File: src/common/gei_pkg.sv
// How it works
// - written data bit drives its pin while that pin is an output
// - port data reads return synchronised pin levels, not stored data
// - direction one makes the pin an output; zero turns its driver off
// - drive-low bit one: serial output driven low in whole second word
// - drive-low bit zero: serial output high impedance in second word
// - pin rise enables let a low-to-high pin change set its status
// - pin fall enables let a high-to-low pin change set its status
// - bit 11 enables gate converter-ready edges into its status
// - bit 12 enables gate positive-X plate edges into its status
// - bit 13 enables gate negative-X plate edges into its status
// - bit 14 enables gate telecom overload edges into its status
// - bit 15 enables gate audio overload edges into its status
// - status address bits 0 to 9 read back the pin statuses
// - pin status clears only on a zero-to-one step versus last write
// - bit 11 reads converter-ready status; zero-to-one write clears it
// - bit 12 reads positive-X status; zero-to-one write clears it
// - bit 13 reads negative-X status; zero-to-one write clears it
// - bits 14, 15 read overload statuses; zero-to-one write clears them
package gei_pkg;

    // ------------------------------------------------------------------
    // register map
    // ------------------------------------------------------------------
    localparam logic [3:0]  REG_PORT_DATA   = 4'h0;
    localparam logic [3:0]  REG_PORT_DIR    = 4'h1;
    localparam logic [3:0]  REG_RISE_EN     = 4'h2;
    localparam logic [3:0]  REG_FALL_EN     = 4'h3;
    localparam logic [3:0]  REG_IRQ_CLR_STAT = 4'h4;

    localparam logic [15:0] RESET_VALUE     = 16'h0000;
    localparam logic [15:0] PIN_MASK        = 16'h03FF;
    localparam logic [15:0] DIR_MASK        = 16'h83FF;
    localparam logic [15:0] IRQ_MASK        = 16'hFBFF;
    localparam int          DRIVE_LOW_BIT   = 15;
    localparam int          NUM_PINS        = 10;
    localparam int          NUM_SRC         = 16;

    // ------------------------------------------------------------------
    // serial frame layout, bit numbers within the 64-bit frame
    // ------------------------------------------------------------------
    localparam logic [5:0]  BIT_ADDR_LAST   = 6'h04;
    localparam logic [5:0]  BIT_HEAD_LAST   = 6'h0F;
    localparam logic [5:0]  BIT_WORD1_LAST  = 6'h1F;
    localparam logic [5:0]  BIT_FRAME_LAST  = 6'h3F;
    localparam logic [5:0]  BIT_AFTER_SYNC  = 6'h01;

    typedef enum logic [1:0] {
        PH_IDLE   = 2'b00,
        PH_HEAD   = 2'b01,
        PH_DATA   = 2'b10,
        PH_SECOND = 2'b11
    } gei_phase_e;

endpackage

File: src/hw/gei_edge_irq.sv
`timescale 1ns/10ps
module gei_edge_irq #(
    parameter int          N    = 16,
    parameter logic [15:0] MASK = 16'hFBFF
) (
    // clock and reset
    input  wire logic         ref_clk,
    input  wire logic         rst_n,
    // sources and controls
    input  wire logic [N-1:0] src,
    input  wire logic [N-1:0] rise_en,
    input  wire logic [N-1:0] fall_en,
    input  wire logic [N-1:0] clr,
    // sticky status
    output logic      [N-1:0] status
);

    logic [N-1:0] src_prev;
    logic [N-1:0] set_ev;
    logic [N-1:0] next_status;

    // ------------------------------------------------------------------
    // edge detect and sticky flags
    // ------------------------------------------------------------------
    always_comb
    begin
        // edges against the registered copy
        set_ev = ((src & ~src_prev & rise_en)
                 | (~src & src_prev & fall_en))
                 & MASK[N-1:0];
        // a set in the clearing cycle wins
        next_status = (status & ~clr) | set_ev;
    end

    always_ff @(posedge ref_clk or negedge rst_n)
    begin
        if (!rst_n)
        begin
            src_prev <= '0;
            status   <= '0;
        end
        else
        begin
            src_prev <= src;
            status   <= next_status;
        end
    end
endmodule

File: src/hw/gei_gpio_regs.sv
`timescale 1ns/10ps
module gei_gpio_regs (
    // clock and reset
    input  wire logic       ref_clk,
    input  wire logic       rst_n,
    // general purpose pins
    input  wire logic [9:0] pin_in,
    output logic      [9:0] pin_out,
    output logic      [9:0] pin_oe,
    // event sources
    input  wire logic       conv_done,
    input  wire logic       touch_plate_pos_x,
    input  wire logic       touch_plate_neg_x,
    input  wire logic       tel_overload,
    input  wire logic       aud_overload,
    // serial interface bus
    input  wire logic       sib_clk,
    input  wire logic       sib_sync,
    input  wire logic       sib_din,
    output logic            serial_out_pin,
    output logic            serial_out_oe
);

    localparam int NSYNC = 18;

    logic [NSYNC-1:0]    in_meta;
    logic [NSYNC-1:0]    in_sync;
    logic                sclk_prev;
    logic                sclk_fall;
    logic                sclk_rise;
    logic                s_clk;
    logic                s_sync;
    logic                s_din;
    logic [9:0]          pin_lvl;
    logic [15:0]         src_lvl;

    gei_pkg::gei_phase_e phase;
    gei_pkg::gei_phase_e next_phase;
    logic [5:0]          bit_cnt;
    logic [5:0]          next_bit_cnt;
    logic                hdr_wr;
    logic                next_hdr_wr;
    logic [3:0]          hdr_addr;
    logic [3:0]          next_hdr_addr;
    logic [15:0]         shift_in;
    logic [15:0]         next_shift_in;
    logic [15:0]         rd_shift;
    logic [15:0]         next_rd_shift;
    logic                next_dout;
    logic                next_doe;
    logic                wr_stb;
    logic                next_wr_stb;
    logic [3:0]          wr_addr;
    logic [3:0]          next_wr_addr;
    logic [15:0]         wr_data;
    logic [15:0]         next_wr_data;

    logic [15:0]         port_pin_data;
    logic [15:0]         port_pin_direction;
    logic [15:0]         rising_edge_enable;
    logic [15:0]         falling_edge_enable;
    logic [15:0]         clr_last;
    logic [15:0]         next_port_pin_data;
    logic [15:0]         next_port_pin_direction;
    logic [15:0]         next_rising_edge_enable;
    logic [15:0]         next_falling_edge_enable;
    logic [15:0]         next_clr_last;
    logic [15:0]         irq_clear;
    logic [15:0]         irq_status;
    logic                second_word_drive_low;

    // ------------------------------------------------------------------
    // synchronisers for everything from outside ref_clk
    // ------------------------------------------------------------------
    always_ff @(posedge ref_clk or negedge rst_n)
    begin
        if (!rst_n)
        begin
            in_meta   <= '0;
            in_sync   <= '0;
            sclk_prev <= 1'b0;
        end
        else
        begin
            in_meta   <= {aud_overload, tel_overload, touch_plate_neg_x,
                          touch_plate_pos_x, conv_done, sib_din, sib_sync,
                          sib_clk, pin_in};
            in_sync   <= in_meta;
            sclk_prev <= in_sync[10];
        end
    end

    assign pin_lvl   = in_sync[9:0];
    assign s_clk     = in_sync[10];
    assign s_sync    = in_sync[11];
    assign s_din     = in_sync[12];
    assign sclk_fall = sclk_prev & ~s_clk;
    assign sclk_rise = ~sclk_prev & s_clk;
    // bit 10 has no source; its enables are masked anyway
    assign src_lvl   = {in_sync[17:13], 1'b0, pin_lvl};

    assign second_word_drive_low = port_pin_direction[gei_pkg::DRIVE_LOW_BIT];

    // ------------------------------------------------------------------
    // read decode
    // ------------------------------------------------------------------
    function automatic logic [15:0] read_mux(input logic [3:0] addr);
        logic [15:0] r;
        r = 16'h0000;
        unique case (addr)
            gei_pkg::REG_PORT_DATA:    r = {6'h00, pin_lvl};
            gei_pkg::REG_PORT_DIR:     r = port_pin_direction;
            gei_pkg::REG_RISE_EN:      r = rising_edge_enable;
            gei_pkg::REG_FALL_EN:      r = falling_edge_enable;
            // statuses of pins and the five sources
            gei_pkg::REG_IRQ_CLR_STAT: r = irq_status & gei_pkg::IRQ_MASK;
            default:                   r = 16'h0000;
        endcase
        return r;
    endfunction

    // ------------------------------------------------------------------
    // serial frame: sample on falling edge, drive on rising edge
    // ------------------------------------------------------------------
    always_comb
    begin
        next_phase    = phase;
        next_bit_cnt  = bit_cnt;
        next_hdr_wr   = hdr_wr;
        next_hdr_addr = hdr_addr;
        next_shift_in = shift_in;
        next_rd_shift = rd_shift;
        next_dout     = serial_out_pin;
        next_doe      = serial_out_oe;
        next_wr_stb   = 1'b0;
        next_wr_addr  = wr_addr;
        next_wr_data  = wr_data;
        if (sclk_fall)
        begin
            if (s_sync)
            begin
                // sync restarts the frame even mid-frame
                next_phase   = gei_pkg::PH_HEAD;
                next_bit_cnt = gei_pkg::BIT_AFTER_SYNC;
                next_hdr_wr  = s_din;
            end
            else
            begin
                unique case (phase)
                    gei_pkg::PH_IDLE:
                    begin
                        next_phase = gei_pkg::PH_IDLE;
                    end
                    gei_pkg::PH_HEAD:
                    begin
                        if (bit_cnt <= gei_pkg::BIT_ADDR_LAST)
                            next_hdr_addr = {hdr_addr[2:0], s_din};
                        if (bit_cnt == gei_pkg::BIT_ADDR_LAST)
                            next_rd_shift = read_mux({hdr_addr[2:0], s_din});
                        if (bit_cnt == gei_pkg::BIT_HEAD_LAST)
                            next_phase = gei_pkg::PH_DATA;
                        next_bit_cnt = bit_cnt + 6'h01;
                    end
                    gei_pkg::PH_DATA:
                    begin
                        next_shift_in = {shift_in[14:0], s_din};
                        if (bit_cnt == gei_pkg::BIT_WORD1_LAST)
                        begin
                            next_wr_stb  = hdr_wr;
                            next_wr_addr = hdr_addr;
                            next_wr_data = {shift_in[14:0], s_din};
                            next_phase   = gei_pkg::PH_SECOND;
                        end
                        next_bit_cnt = bit_cnt + 6'h01;
                    end
                    gei_pkg::PH_SECOND:
                    begin
                        if (bit_cnt == gei_pkg::BIT_FRAME_LAST)
                            next_phase = gei_pkg::PH_IDLE;
                        next_bit_cnt = bit_cnt + 6'h01;
                    end
                endcase
            end
        end
        else if (sclk_rise)
        begin
            if (phase == gei_pkg::PH_DATA && !hdr_wr)
            begin
                next_doe      = 1'b1;
                next_dout     = rd_shift[15];
                next_rd_shift = {rd_shift[14:0], 1'b0};
            end
            else if (phase == gei_pkg::PH_SECOND)
            begin
                next_doe  = second_word_drive_low;
                next_dout = 1'b0;
            end
            else
            begin
                next_doe  = 1'b0;
                next_dout = 1'b0;
            end
        end
    end

    always_ff @(posedge ref_clk or negedge rst_n)
    begin
        if (!rst_n)
        begin
            phase          <= gei_pkg::PH_IDLE;
            bit_cnt        <= 6'h00;
            hdr_wr         <= 1'b0;
            hdr_addr       <= 4'h0;
            shift_in       <= 16'h0000;
            rd_shift       <= 16'h0000;
            serial_out_pin <= 1'b0;
            serial_out_oe  <= 1'b0;
            wr_stb         <= 1'b0;
            wr_addr        <= 4'h0;
            wr_data        <= 16'h0000;
        end
        else
        begin
            phase          <= next_phase;
            bit_cnt        <= next_bit_cnt;
            hdr_wr         <= next_hdr_wr;
            hdr_addr       <= next_hdr_addr;
            shift_in       <= next_shift_in;
            rd_shift       <= next_rd_shift;
            serial_out_pin <= next_dout;
            serial_out_oe  <= next_doe;
            wr_stb         <= next_wr_stb;
            wr_addr        <= next_wr_addr;
            wr_data        <= next_wr_data;
        end
    end

    // ------------------------------------------------------------------
    // registers
    // ------------------------------------------------------------------
    always_comb
    begin
        next_port_pin_data       = port_pin_data;
        next_port_pin_direction  = port_pin_direction;
        next_rising_edge_enable  = rising_edge_enable;
        next_falling_edge_enable = falling_edge_enable;
        next_clr_last            = clr_last;
        irq_clear                = 16'h0000;
        if (wr_stb)
        begin
            unique case (wr_addr)
                gei_pkg::REG_PORT_DATA:
                    next_port_pin_data = wr_data & gei_pkg::PIN_MASK;
                gei_pkg::REG_PORT_DIR:
                    next_port_pin_direction = wr_data & gei_pkg::DIR_MASK;
                gei_pkg::REG_RISE_EN:
                    next_rising_edge_enable = wr_data & gei_pkg::IRQ_MASK;
                gei_pkg::REG_FALL_EN:
                    next_falling_edge_enable = wr_data & gei_pkg::IRQ_MASK;
                gei_pkg::REG_IRQ_CLR_STAT:
                begin
                    // only a 0 to 1 step against the last write clears
                    irq_clear     = wr_data & ~clr_last & gei_pkg::IRQ_MASK;
                    next_clr_last = wr_data;
                end
                default:
                    next_clr_last = clr_last;
            endcase
        end
    end

    always_ff @(posedge ref_clk or negedge rst_n)
    begin
        if (!rst_n)
        begin
            port_pin_data       <= gei_pkg::RESET_VALUE;
            port_pin_direction  <= gei_pkg::RESET_VALUE;
            rising_edge_enable  <= gei_pkg::RESET_VALUE;
            falling_edge_enable <= gei_pkg::RESET_VALUE;
            clr_last            <= gei_pkg::RESET_VALUE;
            pin_out             <= 10'h000;
            pin_oe              <= 10'h000;
        end
        else
        begin
            port_pin_data       <= next_port_pin_data;
            port_pin_direction  <= next_port_pin_direction;
            rising_edge_enable  <= next_rising_edge_enable;
            falling_edge_enable <= next_falling_edge_enable;
            clr_last            <= next_clr_last;
            pin_out             <= next_port_pin_data[9:0];
            pin_oe              <= next_port_pin_direction[9:0];
        end
    end

    // ------------------------------------------------------------------
    // edge interrupt unit
    // ------------------------------------------------------------------
    // clears for bits 12, 13 and 11 follow the same path
    gei_edge_irq #(
        .N    (gei_pkg::NUM_SRC),
        .MASK (gei_pkg::IRQ_MASK)
    ) u_gei_edge_irq (
        .ref_clk (ref_clk),
        .rst_n   (rst_n),
        .src     (src_lvl),
        .rise_en (rising_edge_enable),
        .fall_en (falling_edge_enable),
        .clr     (irq_clear),
        .status  (irq_status)
    );
endmodule
File: config.mk
export PLATFORM = sky130hd
export DESIGN_NAME = gei_gpio_regs
export DESIGN_NICKNAME = d
export VERILOG_FILES = /design/src/common/gei_pkg.sv /design/src/hw/gei_edge_irq.sv /design/src/hw/gei_gpio_regs.sv
export SDC_FILE = /design/constraint.sdc
export NUM_CORES = 1
export LEC_CHECK = 0
export CAP_MARGIN = 20
export CORE_MARGIN = 5
export CORE_UTILIZATION = 61
export CTS_CLUSTER_DIAMETER = 80
export DETAILED_ROUTE_END_ITERATION = 7
export DONT_BUFFER_PORTS = 1
export PLACE_DENSITY_LB_ADDON = 0.3
export SYNTH_ARGS = -nofsm -noshare
export SYNTH_HDL_FRONTEND = slang
export SYNTH_SLANG_ARGS = --single-unit
File: constraint.sdc
create_clock -name ref_clk -period 5.5 [get_ports ref_clk]
set_input_delay 0.55 -clock ref_clk [delete_from_list [all_inputs] [get_ports ref_clk]]
set_output_delay 0.55 -clock ref_clk [all_outputs]
set_load 0.005 [all_outputs]
==> results.yml <==
run_status:
  outcome: "finished clean"
timing:
  setup_viol: 0
  fin_setup_tns_ns: 0
  grt_setup_unrepaired: "no"
  max_slew.worst_pin.slew_ns: 1.138
  slew_headroom: 0.2411
  fin_crit_sh: 0.5359
  max_freq_mhz: 339.3
  skew_ns: 0.007873
  setup_ws_ns: 2.553
  min_period_ns: 2.947
  drv_slew: 0
  hold_slack_ns: 0.1258
  finalHoldViolCount: 0
synth:
  synth_top_cells_by_area: "dfrtp_1 61%, mux2_2 16%, mux2i_1 2.2%"
  yosys.area_share.simple: 0.08391
  synth_edf_count: 0
  synth_xor_area_frac: 0.002148
  synth_top_family_by_area: "multiplexers"
  synthAdderAreaFrac: 0.01227
  synth_top_cell_by_area: "dfrtp_1"
  synthCells: 609
  synthTopCellsByCount: "199 x dfrtp_1, 114 x mux2_2, 37 x nand2_1"
  synth_area_mm2: 0.008157
  yosys_register_bits: 199
  ys_warn_count: 0
  synth_seq_area_share: 0.6105
  synth_most_common_cell: "dfrtp_1"
  synth.distinct_cells: 51
  avgSynthCellArea_um2: 13.39
  synth_compound_gate_area_share: 0.08053
  synth_ff_type: "dfrtp_1"
  async_reset_ff_frac: 1.000
  yosysTopAreaCellShare: 0.6105
  synthMuxAreaShare: 0.1795
  syn_nets: 637
finish:
  nets: 628
  drive_gt1_frac: 0.2614
  antenna_cells: 0
  regArea_mm2: 0.004980
  fin_area_mm2: 0.008821
  multi_input_area_mm2: 0.002923
  fin_cells: 788
  synthToLayoutAreaGrowth_pct: 8.145
  nFillCells: 901
global_routing:
  grt_pass1_vias: 5102
  use_met2: 0.3540
  grt_usage: 0.2208
  grt_overflow_total: 0
  antenna_found_initial: 0
  grt_busiest_layer: "met2"
  met1_usage: 0.2958
  grt_pass1_wl_mm: 27.20
  use_met3: 0.05927
  grt_max_degree: 200
place:
  port_buffers: 0
  place.gp.congestion: 0.8244
  hpwl_mm: 10.32
  place_area_mm2: 0.008213
  place_ws_ns: 2.173
  dp_cells: 755
critical_path:
  criticalPathCategory: "flop to flop"
  cp_max_fo: 16
  start_kind: "flop"
  cp-end-kind: "flop"
  slowest_delay_ns: 0.65
  required_ns: 5.82
  cp_data_arrival_time_ns: 3.27
  cp_slowest_cell: "nand4bb_1"
  crit_path_cell_trace: "inv_1 -> ha_1 -> and2b_1 -> nand2_2 -> nand4bb_1 -> buf_8 -> mux2_2"
cts:
  htree_levels: 4
  clk_pin_slew_ns: 0.07
  cts_tree: "yes"
  cts_sinks: 199
  cts_max_path_buffers: 2
  clk_latency_ns: 0.44
  cts_root_buffer: "clkbuf_16"
  cts_made_buffers: 17
job:
  cap_viol_max_count: 0
routing:
  first_pass_iters: 5
  finalWirelength_mm: 16.34
  ant_nets: 0
  vias: 4880
  first_iter_violations: 350
  vias_per_cell: 6.193
  avgRoutedWirePerCell_um: 20.73
  drc: 0
power_and_ir_drop:
  power.density_mw_per_mm2: 371.7
  power.leakage_nw: 4.068
  ir_worst_vdd_mv: 0.2522
floorplanning:
  num_rows: 42
  start_util: 0.6184
  die_height_um: 125.6
  core_area_mm2: 0.01319
  die_area_mm2: 0.01578
  ioPinCount: 42
  die_w_um: 125.6
worst_hold_path:
  hold_path_class: "input pin to asynchronous set/reset pin"
==> worst paths after layout <==
check / slack [ns] / depth (start not counted) / end / startpoint
worst max-delay path: 2.55 / 7 / wr_data[3] / in_sync[10]
worst min-delay path: 0.13 / 1 / in_meta[12] / rst_n
worst max register to register: 2.55 / 7 / wr_data[3] / in_sync[10]
worst min register to register: 0.35 / 0 / in_sync[14] / in_meta[14]
max in group asynchronous: 4.60 / 1 / wr_data[1] / rst_n
min in group ref_clk: 0.13 / 0 / in_meta[2] / pin_in[2]
==> metrics by stage <==
stage,util,power [mW]
finish,0.6688,3.278
global route,0.6688,3.418
CTS,0.6676,3.298
detailed placement,0.6227,2.075
global placement,0.6227,2.049
floorplan,-,1.957
==> logic make-up after synthesis <==
group	after synthesis
XOR/XNOR	2
multiplexers	132
flip-flops	199
AO/OA/AOI/OAI	101
buffers and inverters	49
adder cells (fa/ha/maj)	8
AND/OR/NAND/NOR	118
==> flip-flops by register name, summed over array words and instances (netlist names), 15 cells and up <==
signal and flops:
clr_last 15, falling_edge_enable 15, in_meta 18, in_sync 18, rd_shift 16, rising_edge_enable 15
shift_in 15, u_gei_edge_irq.src_prev 15, u_gei_edge_irq.status 15, wr_data 15
==> power by group <==
| group | internal [mW] | switching, mW |
|---|---|---|
| registers | 1.55 | 0.128 |
| logic | 0.167 | 0.239 |
| clock network | 0.660 | 0.531 |
==> worst max-delay path, delay by kind of cell, from the launching register on <==
kind                       cells  cell delay (ns)
adders and majority gates      1             0.46
muxes                          1             0.28
buffers and inverters          2             0.42
DFF                            1             0.40
and+or+nand+nor                3             1.26
==> layer usage <==
metal / part of all wire / wire (um)
met1: 0.42 / 6861
met2: 0.51 / 8275
met4: 0.020 / 331
met5: 0 / 0
met3: 0.053 / 867
==> what timing repair did <==
action,in CTS,in global routing
gates resized for setup,0,0
buffers inserted,0,0
hold endpoints to repair,199,0
hold buffers,1,0
==> area by class of cell <==
type	count	area share
inverter	14	0.005957
clock buffer	22	0.05376
tap	176	0.02496
timing repair buffer	7	0.009078
multi-input combinational	361	0.3313
sequential	199	0.5645
clock inverter	9	0.01035
==> placed cells by master (no fill, tap or decap), types with 3 or more instances in the layout <==
cell type / netlist / layout
clkinvlp_4: 0 / 4
nand2_1: 37 / 37
buf_4: 11 / 5
a31oi_1: 3 / 3
dfrtp_1: 199 / 199
clkbuf_8: 0 / 3
mux2i_1: 18 / 18
ha_1: 8 / 8
mux2_2: 114 / 114
nor3_1: 6 / 6
nand2b_1: 17 / 17
inv_1: 14 / 14
nand3_1: 3 / 3
a21oi_1: 19 / 19
nand3b_1: 18 / 18
nor2_1: 14 / 14
o21ai_0: 28 / 28
o211ai_1: 24 / 24
clkbuf_16: 0 / 17
o22ai_1: 12 / 12
Power figures use the tool's default switching activity.
